File: src/pkg/utd_pkg.sv
package utd_pkg;
   // Register byte offsets
   localparam logic [3:0] CTRL_OFS = 4'h0;
   localparam logic [3:0] BAUD_OFS = 4'h4;
   localparam logic [3:0] DATA_OFS = 4'h8;
   localparam logic [3:0] STAT_OFS = 4'hC;
   localparam logic [3:0] CLR_OFS = 4'h0 + 4'h0;
   // Bank of the flag group sits at offset 0x10 and above
   localparam logic [4:0] FLAG_OFS = 5'h10;
   localparam logic [4:0] FCLR_OFS = 5'h14;
   localparam logic [4:0] IEN_OFS = 5'h18;
   localparam logic [4:0] RXD_OFS = 5'h1C;
   // Control field positions
   localparam int CTRL_EN_BIT = 0;
   localparam int CTRL_EXTCLK_BIT = 1;
   localparam int CTRL_MODE_LSB = 2;
   // Flag positions
   localparam int FLG_HOLD_EMPTY = 0;
   localparam int FLG_TX_DONE = 1;
   localparam int FLG_RXC = 2;
   localparam int FLG_OVF = 3;
   localparam int FLG_W = 4;
   // Reset values
   localparam logic [15:0] BAUD_RST = 16'h0001;
   localparam logic [3:0] CTRL_RST = 4'h0;
   // Frame shape: start + 8 data + stop
   localparam int DATA_BITS = 8;
   localparam logic [3:0] FRAME_BITS = 4'hA;
   // Engine modes; only the serial-async mode drives the line
   typedef enum logic [1:0] {
      UTD_MODE_OFF = 2'b00,
      UTD_MODE_ASYNC = 2'b01,
      UTD_MODE_SPI = 2'b10,
      UTD_MODE_TWI = 2'b11
   } utd_mode_e;
   typedef enum logic [1:0] {
      UTD_TX_IDLE = 2'b00,
      UTD_TX_SHIFT = 2'b01
   } utd_tx_e;
   // Avalon-MM request bundle
   typedef struct packed {
      logic [4:0] address;
      logic read;
      logic write;
      logic [31:0] writedata;
   } utd_av_req_s;
   typedef struct packed {
      logic [31:0] readdata;
      logic waitrequest;
   } utd_av_rsp_s;
endpackage : utd_pkg

File: src/hw/utd_usart_tx.sv
`timescale 1ns/1ps
// Function
// One holding word ahead of shift register
// Two-deep receive buffer behind receive shifter
// Baud tick from core or external clock
// Enabled mode owns all engine resources
// Data register write starts transmission
// Load shifter only when it is empty
// Each shifter load sends one frame
// Done flag after stop, nothing pending; irq
// Writer writes only while holding empty; here a write while full overwrites the holding word
// Holding-empty flag follows empty holding buffer
// DMA request while holding buffer empty
// DMA request drops on data write
// Done flag cleared by one or write
// Start low, 8 bits LSB first, stop high
module utd_usart_tx (
   input wire logic i_core_clk,
   input wire logic i_rst_n,
   input wire logic [4:0] i_avs_address,
   input wire logic i_avs_read,
   input wire logic i_avs_write,
   input wire logic [31:0] i_avs_writedata,
   output logic [31:0] o_avs_readdata,
   output logic o_avs_waitrequest,
   input wire logic i_ext_clk_tick,
   input wire logic i_rxd,
   output logic o_txd,
   output logic o_dma_tx_req,
   output logic o_irq
);
   // One flat state word: control, divider, transmit holding word and shifter,
   // flags, a two-word receive buffer with its sampler, and the bus answer.
   // The transmit path has exactly one holding word, so a writer that ignores
   // the holding-empty flag replaces the waiting byte instead of queueing it.
   // Nothing runs unless the engine is enabled in the asynchronous mode.

   typedef struct packed {
      logic [3:0] ctrl;
      logic [15:0] baud;
      logic [15:0] bcnt;
      logic [7:0] hold;
      logic hold_full;
      utd_pkg::utd_tx_e txst;
      logic [9:0] tsh;
      logic [3:0] tcnt;
      logic txd;
      logic [3:0] flags;
      logic [3:0] ien;
      logic [7:0] rxb0;
      logic [7:0] rxb1;
      logic [1:0] rx_n;
      logic rx_act;
      logic [15:0] rx_bc;
      logic [3:0] rx_cnt;
      logic [7:0] rsh;
      logic ack;
      logic [31:0] rdata;
   } utd_state_s;

   utd_state_s st_reg;
   utd_state_s st_next;

   // Sampling mid-bit: half the baud divisor
   function automatic logic [15:0] half_of(input logic [15:0] v);
      half_of = {1'b0, v[15:1]};
   endfunction : half_of

   // Frame image, bit 0 first on the line: start low, data LSB first, stop high
   function automatic logic [9:0] frame_of(input logic [7:0] data);
      frame_of = {1'b1, data, 1'b0};
   endfunction : frame_of

   // Four-bit registers read back zero-extended to the bus width
   function automatic logic [31:0] zx4(input logic [3:0] v);
      zx4 = {28'h0000000, v};
   endfunction : zx4

   logic tick;
   logic mode_async;
   logic wr_hit;
   logic rd_hit;
   // Done flag set this cycle; a same-cycle write-one clear must lose to it
   logic txc_set;
   // Receive buffer requests, applied together after the bus decode
   logic rx_push;
   logic rx_pop;

   // Combinational next-state
   always_comb begin
      st_next = st_reg;
      txc_set = 1'b0;
      rx_push = 1'b0;
      rx_pop = 1'b0;
      // One wait state: the answer comes in the cycle after the request
      st_next.ack = (i_avs_read || i_avs_write) && !st_reg.ack;
      // engine serves the selected mode only
      mode_async = st_reg.ctrl[utd_pkg::CTRL_EN_BIT]
         && (st_reg.ctrl[utd_pkg::CTRL_MODE_LSB +: 2] == utd_pkg::UTD_MODE_ASYNC);
      // baud source select
      // The external tick is used as it comes, one bit per pulse; the
      // internal divider reloads from the baud register at every tick
      tick = 1'b0;
      if (st_reg.ctrl[utd_pkg::CTRL_EXTCLK_BIT]) begin
         tick = i_ext_clk_tick;
      end else if (mode_async) begin
         if (st_reg.bcnt == 16'h0000) begin
            tick = 1'b1;
            st_next.bcnt = st_reg.baud;
         end else begin
            st_next.bcnt = st_reg.bcnt - 16'h0001;
         end
      end
      tick = tick && mode_async;
      // Writes commit at the edge where waitrequest is seen low
      wr_hit = i_avs_write && st_reg.ack;
      rd_hit = i_avs_read && !st_reg.ack;

      // Transmit shifter; frame bit 0 is start
      case (st_reg.txst)
         utd_pkg::UTD_TX_IDLE: begin
            st_next.txd = 1'b1;
            // move holding word only into empty shifter
            if (st_reg.hold_full && mode_async) begin
               // start low, data LSB first, stop high
               st_next.tsh = frame_of(st_reg.hold);
               st_next.tcnt = utd_pkg::FRAME_BITS;
               st_next.hold_full = 1'b0;
               st_next.txst = utd_pkg::UTD_TX_SHIFT;
               // Restart the divider so the start bit lasts a whole bit time
               st_next.bcnt = st_reg.baud;
               st_next.txd = 1'b0;
            end
         end
         utd_pkg::UTD_TX_SHIFT: begin
            if (!mode_async) begin
               // Leaving the mode drops the frame and frees the line
               st_next.txst = utd_pkg::UTD_TX_IDLE;
               st_next.txd = 1'b1;
            // one complete frame per load
            end else if (tick) begin
               if (st_reg.tcnt == 4'h1) begin
                  st_next.txst = utd_pkg::UTD_TX_IDLE;
                  st_next.txd = 1'b1;
                  // done after stop when nothing waits
                  if (!st_reg.hold_full) begin
                     st_next.flags[utd_pkg::FLG_TX_DONE] = 1'b1;
                     txc_set = 1'b1;
                  end
               end else begin
                  st_next.tsh = {1'b1, st_reg.tsh[9:1]};
                  st_next.txd = st_reg.tsh[1];
               end
               st_next.tcnt = st_reg.tcnt - 4'h1;
            end
         end
         default: begin
            st_next.txst = utd_pkg::UTD_TX_IDLE;
         end
      endcase

      // Receiver: oversample on core clock, mid-bit sampling
      // A low line starts a half-bit wait, then one sample per bit time.
      // Only the internal divider paces the receiver; the stop bit is not
      // checked, a damaged frame is still queued.
      if (!mode_async) begin
         st_next.rx_act = 1'b0;
      end else if (!st_reg.rx_act) begin
         if (!i_rxd) begin
            st_next.rx_act = 1'b1;
            st_next.rx_bc = half_of(st_reg.baud);
            st_next.rx_cnt = 4'h0;
         end
      end else if (st_reg.rx_bc != 16'h0000) begin
         st_next.rx_bc = st_reg.rx_bc - 16'h0001;
      end else begin
         st_next.rx_bc = st_reg.baud;
         st_next.rx_cnt = st_reg.rx_cnt + 4'h1;
         if (st_reg.rx_cnt == 4'h0 && i_rxd) begin
            st_next.rx_act = 1'b0; // False start
         end else if (st_reg.rx_cnt == 4'(utd_pkg::DATA_BITS + 1)) begin
            st_next.rx_act = 1'b0;
            // stop bit reached; the byte is queued below
            rx_push = 1'b1;
         end else if (st_reg.rx_cnt != 4'h0) begin
            st_next.rsh = {i_rxd, st_reg.rsh[7:1]};
         end
      end

      // Register access, one wait state
      // Reads are captured when the request first appears so the data
      // stands through the answering cycle; writes land one edge later,
      // together with the answer, so a master that is still waiting
      // never sees a half-finished write.
      if (wr_hit) begin
         case (i_avs_address)
            5'(utd_pkg::CTRL_OFS): st_next.ctrl = i_avs_writedata[3:0];
            5'(utd_pkg::BAUD_OFS): st_next.baud = i_avs_writedata[15:0];
            5'(utd_pkg::DATA_OFS): begin
               // writes while full overwrite the holding word
               // a data write starts transmission
               st_next.hold = i_avs_writedata[7:0];
               st_next.hold_full = 1'b1;
               // new data clears the done flag
               st_next.flags[utd_pkg::FLG_TX_DONE] = 1'b0;
            end
            utd_pkg::FCLR_OFS: begin
               // write one to clear; a same-cycle set wins
               if (i_avs_writedata[utd_pkg::FLG_TX_DONE] && !txc_set) begin
                  st_next.flags[utd_pkg::FLG_TX_DONE] = 1'b0;
               end
               if (i_avs_writedata[utd_pkg::FLG_OVF]) begin
                  st_next.flags[utd_pkg::FLG_OVF] = 1'b0;
               end
            end
            utd_pkg::IEN_OFS: st_next.ien = i_avs_writedata[3:0];
            default: ;
         endcase
      end
      if (rd_hit) begin
         st_next.rdata = 32'h0000_0000;
         case (i_avs_address)
            5'(utd_pkg::CTRL_OFS): st_next.rdata = zx4(st_reg.ctrl);
            5'(utd_pkg::BAUD_OFS): st_next.rdata = {16'h0, st_reg.baud};
            utd_pkg::FLAG_OFS: st_next.rdata = zx4(st_reg.flags);
            utd_pkg::IEN_OFS: st_next.rdata = zx4(st_reg.ien);
            utd_pkg::RXD_OFS: begin
               st_next.rdata = {24'h0, st_reg.rxb0};
               // Reading pops the oldest word; an empty buffer is left alone
               rx_pop = (st_reg.rx_n != 2'h0);
            end
            default: ; // Unmapped reads return zero
         endcase
      end
      // apply receive-buffer push and pop in one place.
      // A push into a full buffer only raises overflow, so software keeps
      // the two oldest words; a pop in the same cycle makes room first,
      // which is why both requests are decoded together here.
      case ({rx_push, rx_pop})
         2'b10: begin
            if (st_reg.rx_n == 2'h2) begin
               st_next.flags[utd_pkg::FLG_OVF] = 1'b1;
            end else if (st_reg.rx_n == 2'h1) begin
               st_next.rxb1 = st_reg.rsh;
               st_next.rx_n = 2'h2;
            end else begin
               st_next.rxb0 = st_reg.rsh;
               st_next.rx_n = 2'h1;
            end
         end
         2'b01: begin
            // Oldest word leaves, the younger one moves to the front
            st_next.rxb0 = st_reg.rxb1;
            st_next.rx_n = st_reg.rx_n - 2'h1;
         end
         2'b11: begin
            // Pop and push together keep the count unchanged
            if (st_reg.rx_n == 2'h2) begin
               st_next.rxb0 = st_reg.rxb1;
               st_next.rxb1 = st_reg.rsh;
            end else begin
               st_next.rxb0 = st_reg.rsh;
            end
         end
         default: ;
      endcase

      // holding-empty flag tracks the buffer
      st_next.flags[utd_pkg::FLG_HOLD_EMPTY] = !st_next.hold_full;
      st_next.flags[utd_pkg::FLG_RXC] = (st_next.rx_n != 2'd0);
   end

   // State register
   always_ff @(posedge i_core_clk or negedge i_rst_n) begin
      if (!i_rst_n) begin
         st_reg <= '0;
         st_reg.ctrl <= utd_pkg::CTRL_RST;
         st_reg.baud <= utd_pkg::BAUD_RST;
         st_reg.txd <= 1'b1;
         st_reg.tsh <= 10'h3FF;
         st_reg.flags <= 4'h1;
         st_reg.txst <= utd_pkg::UTD_TX_IDLE;
         // Empty buffers and an idle sampler, so nothing is queued at start
         st_reg.hold_full <= 1'b0;
         st_reg.rx_n <= 2'h0;
         st_reg.rx_act <= 1'b0;
      end else begin
         st_reg <= st_next;
      end
   end

   // Outputs
   // Waitrequest is combinational so the first cycle of a request is
   // always held; every other output comes straight from the state word
   assign o_avs_waitrequest = (i_avs_read || i_avs_write) && !st_reg.ack;
   assign o_avs_readdata = st_reg.rdata;
   // line idles high
   assign o_txd = st_reg.txd;
   // request while holding buffer empty
   // drops the cycle after a data write
   assign o_dma_tx_req = !st_reg.hold_full;
   // level interrupt from enabled flags
   assign o_irq = |(st_reg.flags & st_reg.ien);
endmodule : utd_usart_tx

File: config.mk
export PLATFORM = sky130hd
export DESIGN_NAME = utd_usart_tx
export DESIGN_NICKNAME = d
export VERILOG_FILES = /design/src/pkg/utd_pkg.sv /design/src/hw/utd_usart_tx.sv
export SDC_FILE = /design/constraint.sdc
export NUM_CORES = 1
export LEC_CHECK = 0
export BUFFER_PORTS_ARGS = -buffer_cell sky130_fd_sc_hd__buf_2
export CORE_MARGIN = 5
export CORE_UTILIZATION = 60
export DETAILED_ROUTE_END_ITERATION = 12
export PLACE_DENSITY = 0.83
export RECOVER_POWER = 25
export SLEW_MARGIN = 10
export SYNTH_ARGS = -nofsm -noshare
export SYNTH_HDL_FRONTEND = slang
export SYNTH_SLANG_ARGS = --single-unit
File: constraint.sdc
create_clock -name i_core_clk -period 7.4 [get_ports i_core_clk]
set_clock_uncertainty 0.05 [all_clocks]
set_input_delay 1.48 -clock i_core_clk [delete_from_list [all_inputs] [get_ports i_core_clk]]
set_output_delay 1.48 -clock i_core_clk [all_outputs]
set_load 0.005 [all_outputs]
==> results of run 1 <==
[worst min-delay path: cells and delay by family, from the launching register on]
kind	cells	cell delay, ps
simple gates	1	40
compound gates	1	60
flops	1	340
[cell usage in the layout, fill, tap and decap left out, types with 11 or more instances in the layout]
cell type    n
ha_1        15
nand2_1     89
nor2_1      39
mux2_2      45
nor4_1      11
o22ai_1     18
dfstp_2     12
inv_1       21
a21oi_1     33
clkbuf_16   17
nor3_1      12
a22oi_1     23
dfrtp_1    120
buf_2       44
o21ai_0     62
conb_1      16
[cells by family (layout without fill, tap and decap cells)]
| kind of cell | Yosys count | in the layout |
|---|---|---|
| multiplexers | 52 | 52 |
| flip-flops | 132 | 132 |
| other | 1 | 16 |
| adder cells (fa/ha/maj) | 15 | 15 |
| AO/OA/AOI/OAI | 197 | 197 |
| AND/OR/NAND/NOR | 219 | 219 |
| buffers and inverters | 90 | 103 |
| XOR/XNOR | 10 | 10 |
[report_power, final]
part           internal (µW)  leakage [µW]  total, µW  switching, µW
registers                804       0.00172        896           92.0
clock network            549      0.000298        870            321
logic                   99.5       0.00142        238            138
total                   1450       0.00344       2000            552
[layer usage]
| metal | vias to the layer above | wire length [µm] | GRT usage [%] |
|---|---|---|---|
| met5 | - | 0 | 0 |
| met4 | 0 | 371 | 9.639 |
| met3 | 38 | 1244 | 6.208 |
| met2 | 257 | 8162 | 38.96 |
| met1 | 2806 | 7205 | 33.72 |
| li1 | 2607 | - | - |
[per-stage QoR]
stage          hold slack, ps  setup slack (ps)  cells  area, µm²
6_report                424.1              2070    887       7771
5_1_grt                 460.1              1117    887       7771
4_1_cts                 428.7              2740    887       7774
3_5_place_dp            415.6              2783    855       7162
3_3_place_gp            407.5              2923    855       7162
2_1_floorplan           401.0              3876    731       7116
[layout make-up]
type                       count  area share, %
timing repair buffer          50          3.317
clock inverter                11          1.948
multi-input combinational    509          42.80
tap                          143          2.302
sequential                   132          42.70
inverter                      21          1.014
clock buffer                  21          5.925
[worst min-delay path by stage]
stage	from	endpoint	slack, ps	depth (start not counted)
after CTS	o_avs_readdata[4]	o_avs_readdata[4]	430	2
after global placement	o_avs_readdata[9]	o_avs_readdata[9]	410	2
after detailed placement	o_avs_readdata[4]	o_avs_readdata[4]	420	2
after floorplan	o_avs_readdata[0]	o_avs_readdata[0]	400	2
final	o_avs_readdata[4]	o_avs_readdata[4]	420	2
after global routing	st_reg[102]	st_reg[102]	460	1
==> metrics.txt, run 1 <==
synth unique cells 68; Post-synth EDFFs 0; max frequency 187.6 MHz; Synth Flop Type dfrtp_1; TritonRoute pass-1 iters 5; max cap viols 1; Antenna Cells 0; final core occ 67.77%; Tcrit/Tclk final 72.02%; Worst Setup EP st_reg[86]; # nets final 789; crit-path leading delay family buffers and inverters; count leader, synth dfrtp_1; failing checks capacitance limit, slew limit; post-route ant nets 0; area of the multi-input gates 3326 µm²; clk buf depth 2; # Post-CTS Setup Buffers 0; final setup fails 0; unrepaired setup endpoints after global routing no; Arrival @ worst endpoint 4720 ps; Area Growth Syn to Fin 10.09%; Sequential cell area 3318 µm²; simple-gate area share of the yosys netlist 15.81%; Worst R2R Start st_reg[45]; outcome finished with violations; Total Power 2004 µW; die height 118.5 µm; Peak VDD IR 0.2673 mV; Die ar. 14040 µm²; Slew headroom -208.0%; Clk pin slew, worst setup/hold paths 60 ps; area share of the largest cell type after synthesis 42.54%; syn_area_per_cell 9.859 µm²; vias 5708; Num CTS Buffers 17; core area 11470 µm²; post-synth top area cell dfrtp_1; Least-Margin Pin Slew 4620 ps; Yosys reg bits 132; CTS tree yes; io pins 79; Async SR Flop Fraction 100.0%; Post-Synth Adder-Cell Area 2.659%; Tmin final 5330 ps; post-synthesis compound-gate area fraction 18.27%; cells on worst reg2reg path 12; total track usage 24.91%; vias in the first global route 5680; Buf/Inv on CP 1; worst path cell trace clkbuf_1; CP startpoint kind primary input; Final Hold Viols 0; Clk Latency, worst-skew pair 430 ps; Site Rows 39; largest family of logic cells by synthesized area compound AO/OA/AOI/OAI gates; clk sinks 132; CP Launch Point i_rst_n; most instantiated cells after synthesis dfrtp_1, nand2_1, o21ai_0, mux2_2, nor2_1; pwr/cell area 257.8 nW/µm²; slowest stage delay, CP 3190 ps; CTS root buf clkbuf_16; mux cell area share after synthesis 8.242%; required time of the critical path 6790 ps; Fillers 852; Post-CTS Hold Buffers 0; wirelength, routed 16980 µm; setup TNS 0 ps; Initial Util 61.56%; Syn Inst Count 716; Min-Delay Path Class reg -> reg; mapped cell area 7059 µm²; post-DR wirelength/cell 19.15 µm; total gr overflow 0; share of cells above drive strength 1 20.16%; HPWL Detailed 11360 µm; CTS-repair resized insts 0; reg2reg setup slack 2680 ps; CP max-delay cell clkbuf_1; Critical Path Stages 1; leak pwr 0.003436 µW; Remaining DRCs 0; register area share after synthesis 47.00%; largest net degree at the start of global routing 88; top cells by area, synth dfrtp_1, mux2_2, nand2_1, dfstp_2, o21ai_0; Initial DRC Count 487; htree depth 4; port bufs 46; synth warn 0; initial antenna violation count 0; DR vias/cell 6.435; post-synthesis xor/xnor area fraction 1.241%; max-slew violation count 88; number of flip-flops in the largest register 115; crit path capture type asynchronous set/reset pin; gpl congestion 0.9044; first-pass GRT wire length 28340 µm; Die X-Extent 118.5 µm; Max FO, Critical Path 87; Setup CP Type in -> async; reg2reg end st_reg[73]
(Power assumes the default switching activity.)
==> run 2: changes to the inputs <==
--- a/config.mk
+++ b/config.mk
@@ -7,9 +7,9 @@
 export LEC_CHECK = 0
 export BUFFER_PORTS_ARGS = -buffer_cell sky130_fd_sc_hd__buf_2
 export CORE_MARGIN = 5
-export CORE_UTILIZATION = 60
+export CORE_UTILIZATION = 59
 export DETAILED_ROUTE_END_ITERATION = 12
-export PLACE_DENSITY = 0.83
+export PLACE_DENSITY = 0.82
 export RECOVER_POWER = 25
 export SLEW_MARGIN = 10
 export SYNTH_ARGS = -nofsm -noshare
==> constraint.sdc (replaced) <==
create_clock -name i_core_clk -period 5 [get_ports i_core_clk]
set_clock_uncertainty 0.05 [all_clocks]
set_input_delay 1 -clock i_core_clk [delete_from_list [all_inputs] [get_ports i_core_clk]]
set_output_delay 1 -clock i_core_clk [all_outputs]
set_load 0.005 [all_outputs]
==> run 2 against run 1 <==
  * The flow still finishes with violations (capacitance limit, slew limit)
  * Flip-flop and latch count did not move
  * Sequential share of layout area is 0.26 points lower
  * Global-route usage down 0.14 points
  * Clock power is 49% higher
  * Sequential power rose by 47%
  * Highest routed layer unchanged
==> metrics.txt, run 2 (synthesis gave the netlist of run 1 again) <==
total track usage 24.77%; pwr/cell area 380.9 nW/µm²; Buf/Inv on CP 1; area of the multi-input gates 3323 µm²; Setup CP Type reg -> reg; TritonRoute pass-1 iters 5; clk buf depth 2; max frequency 248.1 MHz; Die X-Extent 119.4 µm; io pins 79; Least-Margin Pin Slew 2177 ps; Peak VDD IR 0.3730 mV; Max FO, Critical Path 12; worst path cell trace inv_1, ha_1, or4b_1, nor4_2, and2_1, nand2_1, nor3_1, ha_1, a21oi_1, nor2_1, a22oi_1, a21oi_1; slowest stage delay, CP 580 ps; Fillers 901; Die ar. 14250 µm²; die height 119.4 µm; first-pass GRT wire length 28220 µm; share of cells above drive strength 1 20.53%; Sequential cell area 3318 µm²; commonest non-fill, non-tap cell in the layout dfrtp_1; max-slew violation count 43; Slew headroom -45.15%; # nets final 795; Antenna Cells 0; Remaining DRCs 0; post-DR wirelength/cell 19.10 µm; number of flip-flops in the largest register 115; Post-CTS Hold Buffers 0; vias in the first global route 5682; final core occ 65.92%; Clk Latency, worst-skew pair 430 ps; post-route ant nets 0; Post-Layout Cell Count 897; max cap viols 1; WHS Path Cells 2; Initial Util 59.51%; CTS tree yes; Min-Delay Path Class reg -> reg; Site Rows 40; required time of the critical path 5300 ps; largest net degree at the start of global routing 47; Initial DRC Count 587; CP startpoint kind flip-flop; CTS-repair resized insts 0; failing checks capacitance limit, slew limit; Arrival @ worst endpoint 4330 ps; Place WS 1040 ps; cells on worst reg2reg path 12; Tmin final 4030 ps; crit path capture type flip-flop; crit-path leading delay family simple AND/OR/NAND/NOR gates; port bufs 46; HPWL Detailed 11690 µm; vias 5806; unrepaired setup endpoints after global routing no; wirelength, routed 17130 µm; core area 11860 µm²; setup ws final 969.6 ps; outcome finished with violations; Tcrit/Tclk final 80.61%; Num CTS Buffers 17; final setup fails 0; Clk pin slew, worst setup/hold paths 60 ps; initial antenna violation count 0; CP max-delay cell or4b_1; setup TNS 0 ps; post-placement cell count 865; CTS root buf clkbuf_16; gpl congestion 0.9528; # Post-CTS Setup Buffers 0; commonest cells after routing, fill and taps aside dfrtp_1, nand2_1, o21ai_0; total gr overflow 0; htree depth 4; Critical Path Stages 12; Area Growth Syn to Fin 10.76%; leak pwr 0.003463 µW; Final Hold Viols 0; DR vias/cell 6.473; clk sinks 132
## run 2: final timing paths
check / startpoint / end / slack (ps)
hold reg to reg: o_avs_readdata[15] / o_avs_readdata[15] / 430
max in group asynchronous: i_rst_n / st_reg[111] / 1660
min in group asynchronous: i_rst_n / o_avs_readdata[14] / 1160
hold / removal: o_avs_readdata[15] / o_avs_readdata[15] / 430
setup / recovery: st_reg[45] / st_reg[76] / 970
setup reg to reg: st_reg[45] / st_reg[76] / 970
## run 2: routing by layer
layer / vias to the layer above / GRT usage, % / wire, µm
li1: 2627 / - / -
met1: 2842 / 32.75 / 7031
met2: 298 / 39.60 / 8328
met3: 39 / 6.410 / 1380
met4: 0 / 8.948 / 390
met5: - / 0 / 0
## run 2: worst reg2reg max path, cell delays in order, from the launching register on
cell,delay [ps]
dfrtp_1,410
inv_1,100
ha_1,150
or4b_1,580
nor4_2,550
and2_1,240
nand2_1,90
nor3_1,330
ha_1,470
a21oi_1,120
nor2_1,480
a22oi_1,210
a21oi_1,190
## run 2: metrics by stage
stage / total power (µW) / hold WS, ps / cell area, µm²
after floorplan: 1556 / 401.0 / 7116
after global placement: 1656 / 407.9 / 7212
after detailed placement: 1682 / 414.7 / 7212
after CTS: 2990 / 426.9 / 7829
after global routing: 3109 / 446.8 / 7819
final: 2979 / 425.2 / 7819
## run 2: final cells by class
class	count	area share (%)
inverters	21	1.008
multi-input cells	509	42.50
repair buffers	56	3.809
clock inverters	12	2.304
well taps	147	2.352
flip-flops and latches	132	42.44
clock buffers	20	5.585
## run 2: power by group
part | switching (µW) | total [µW] | internal, µW | leakage (µW)
Combinational | 204 | 351 | 147 | 0.00145
Sequential | 135 | 1320 | 1190 | 0.00172
Clock | 468 | 1300 | 835 | 0.000295
Total | 807 | 2980 | 2170 | 0.00346
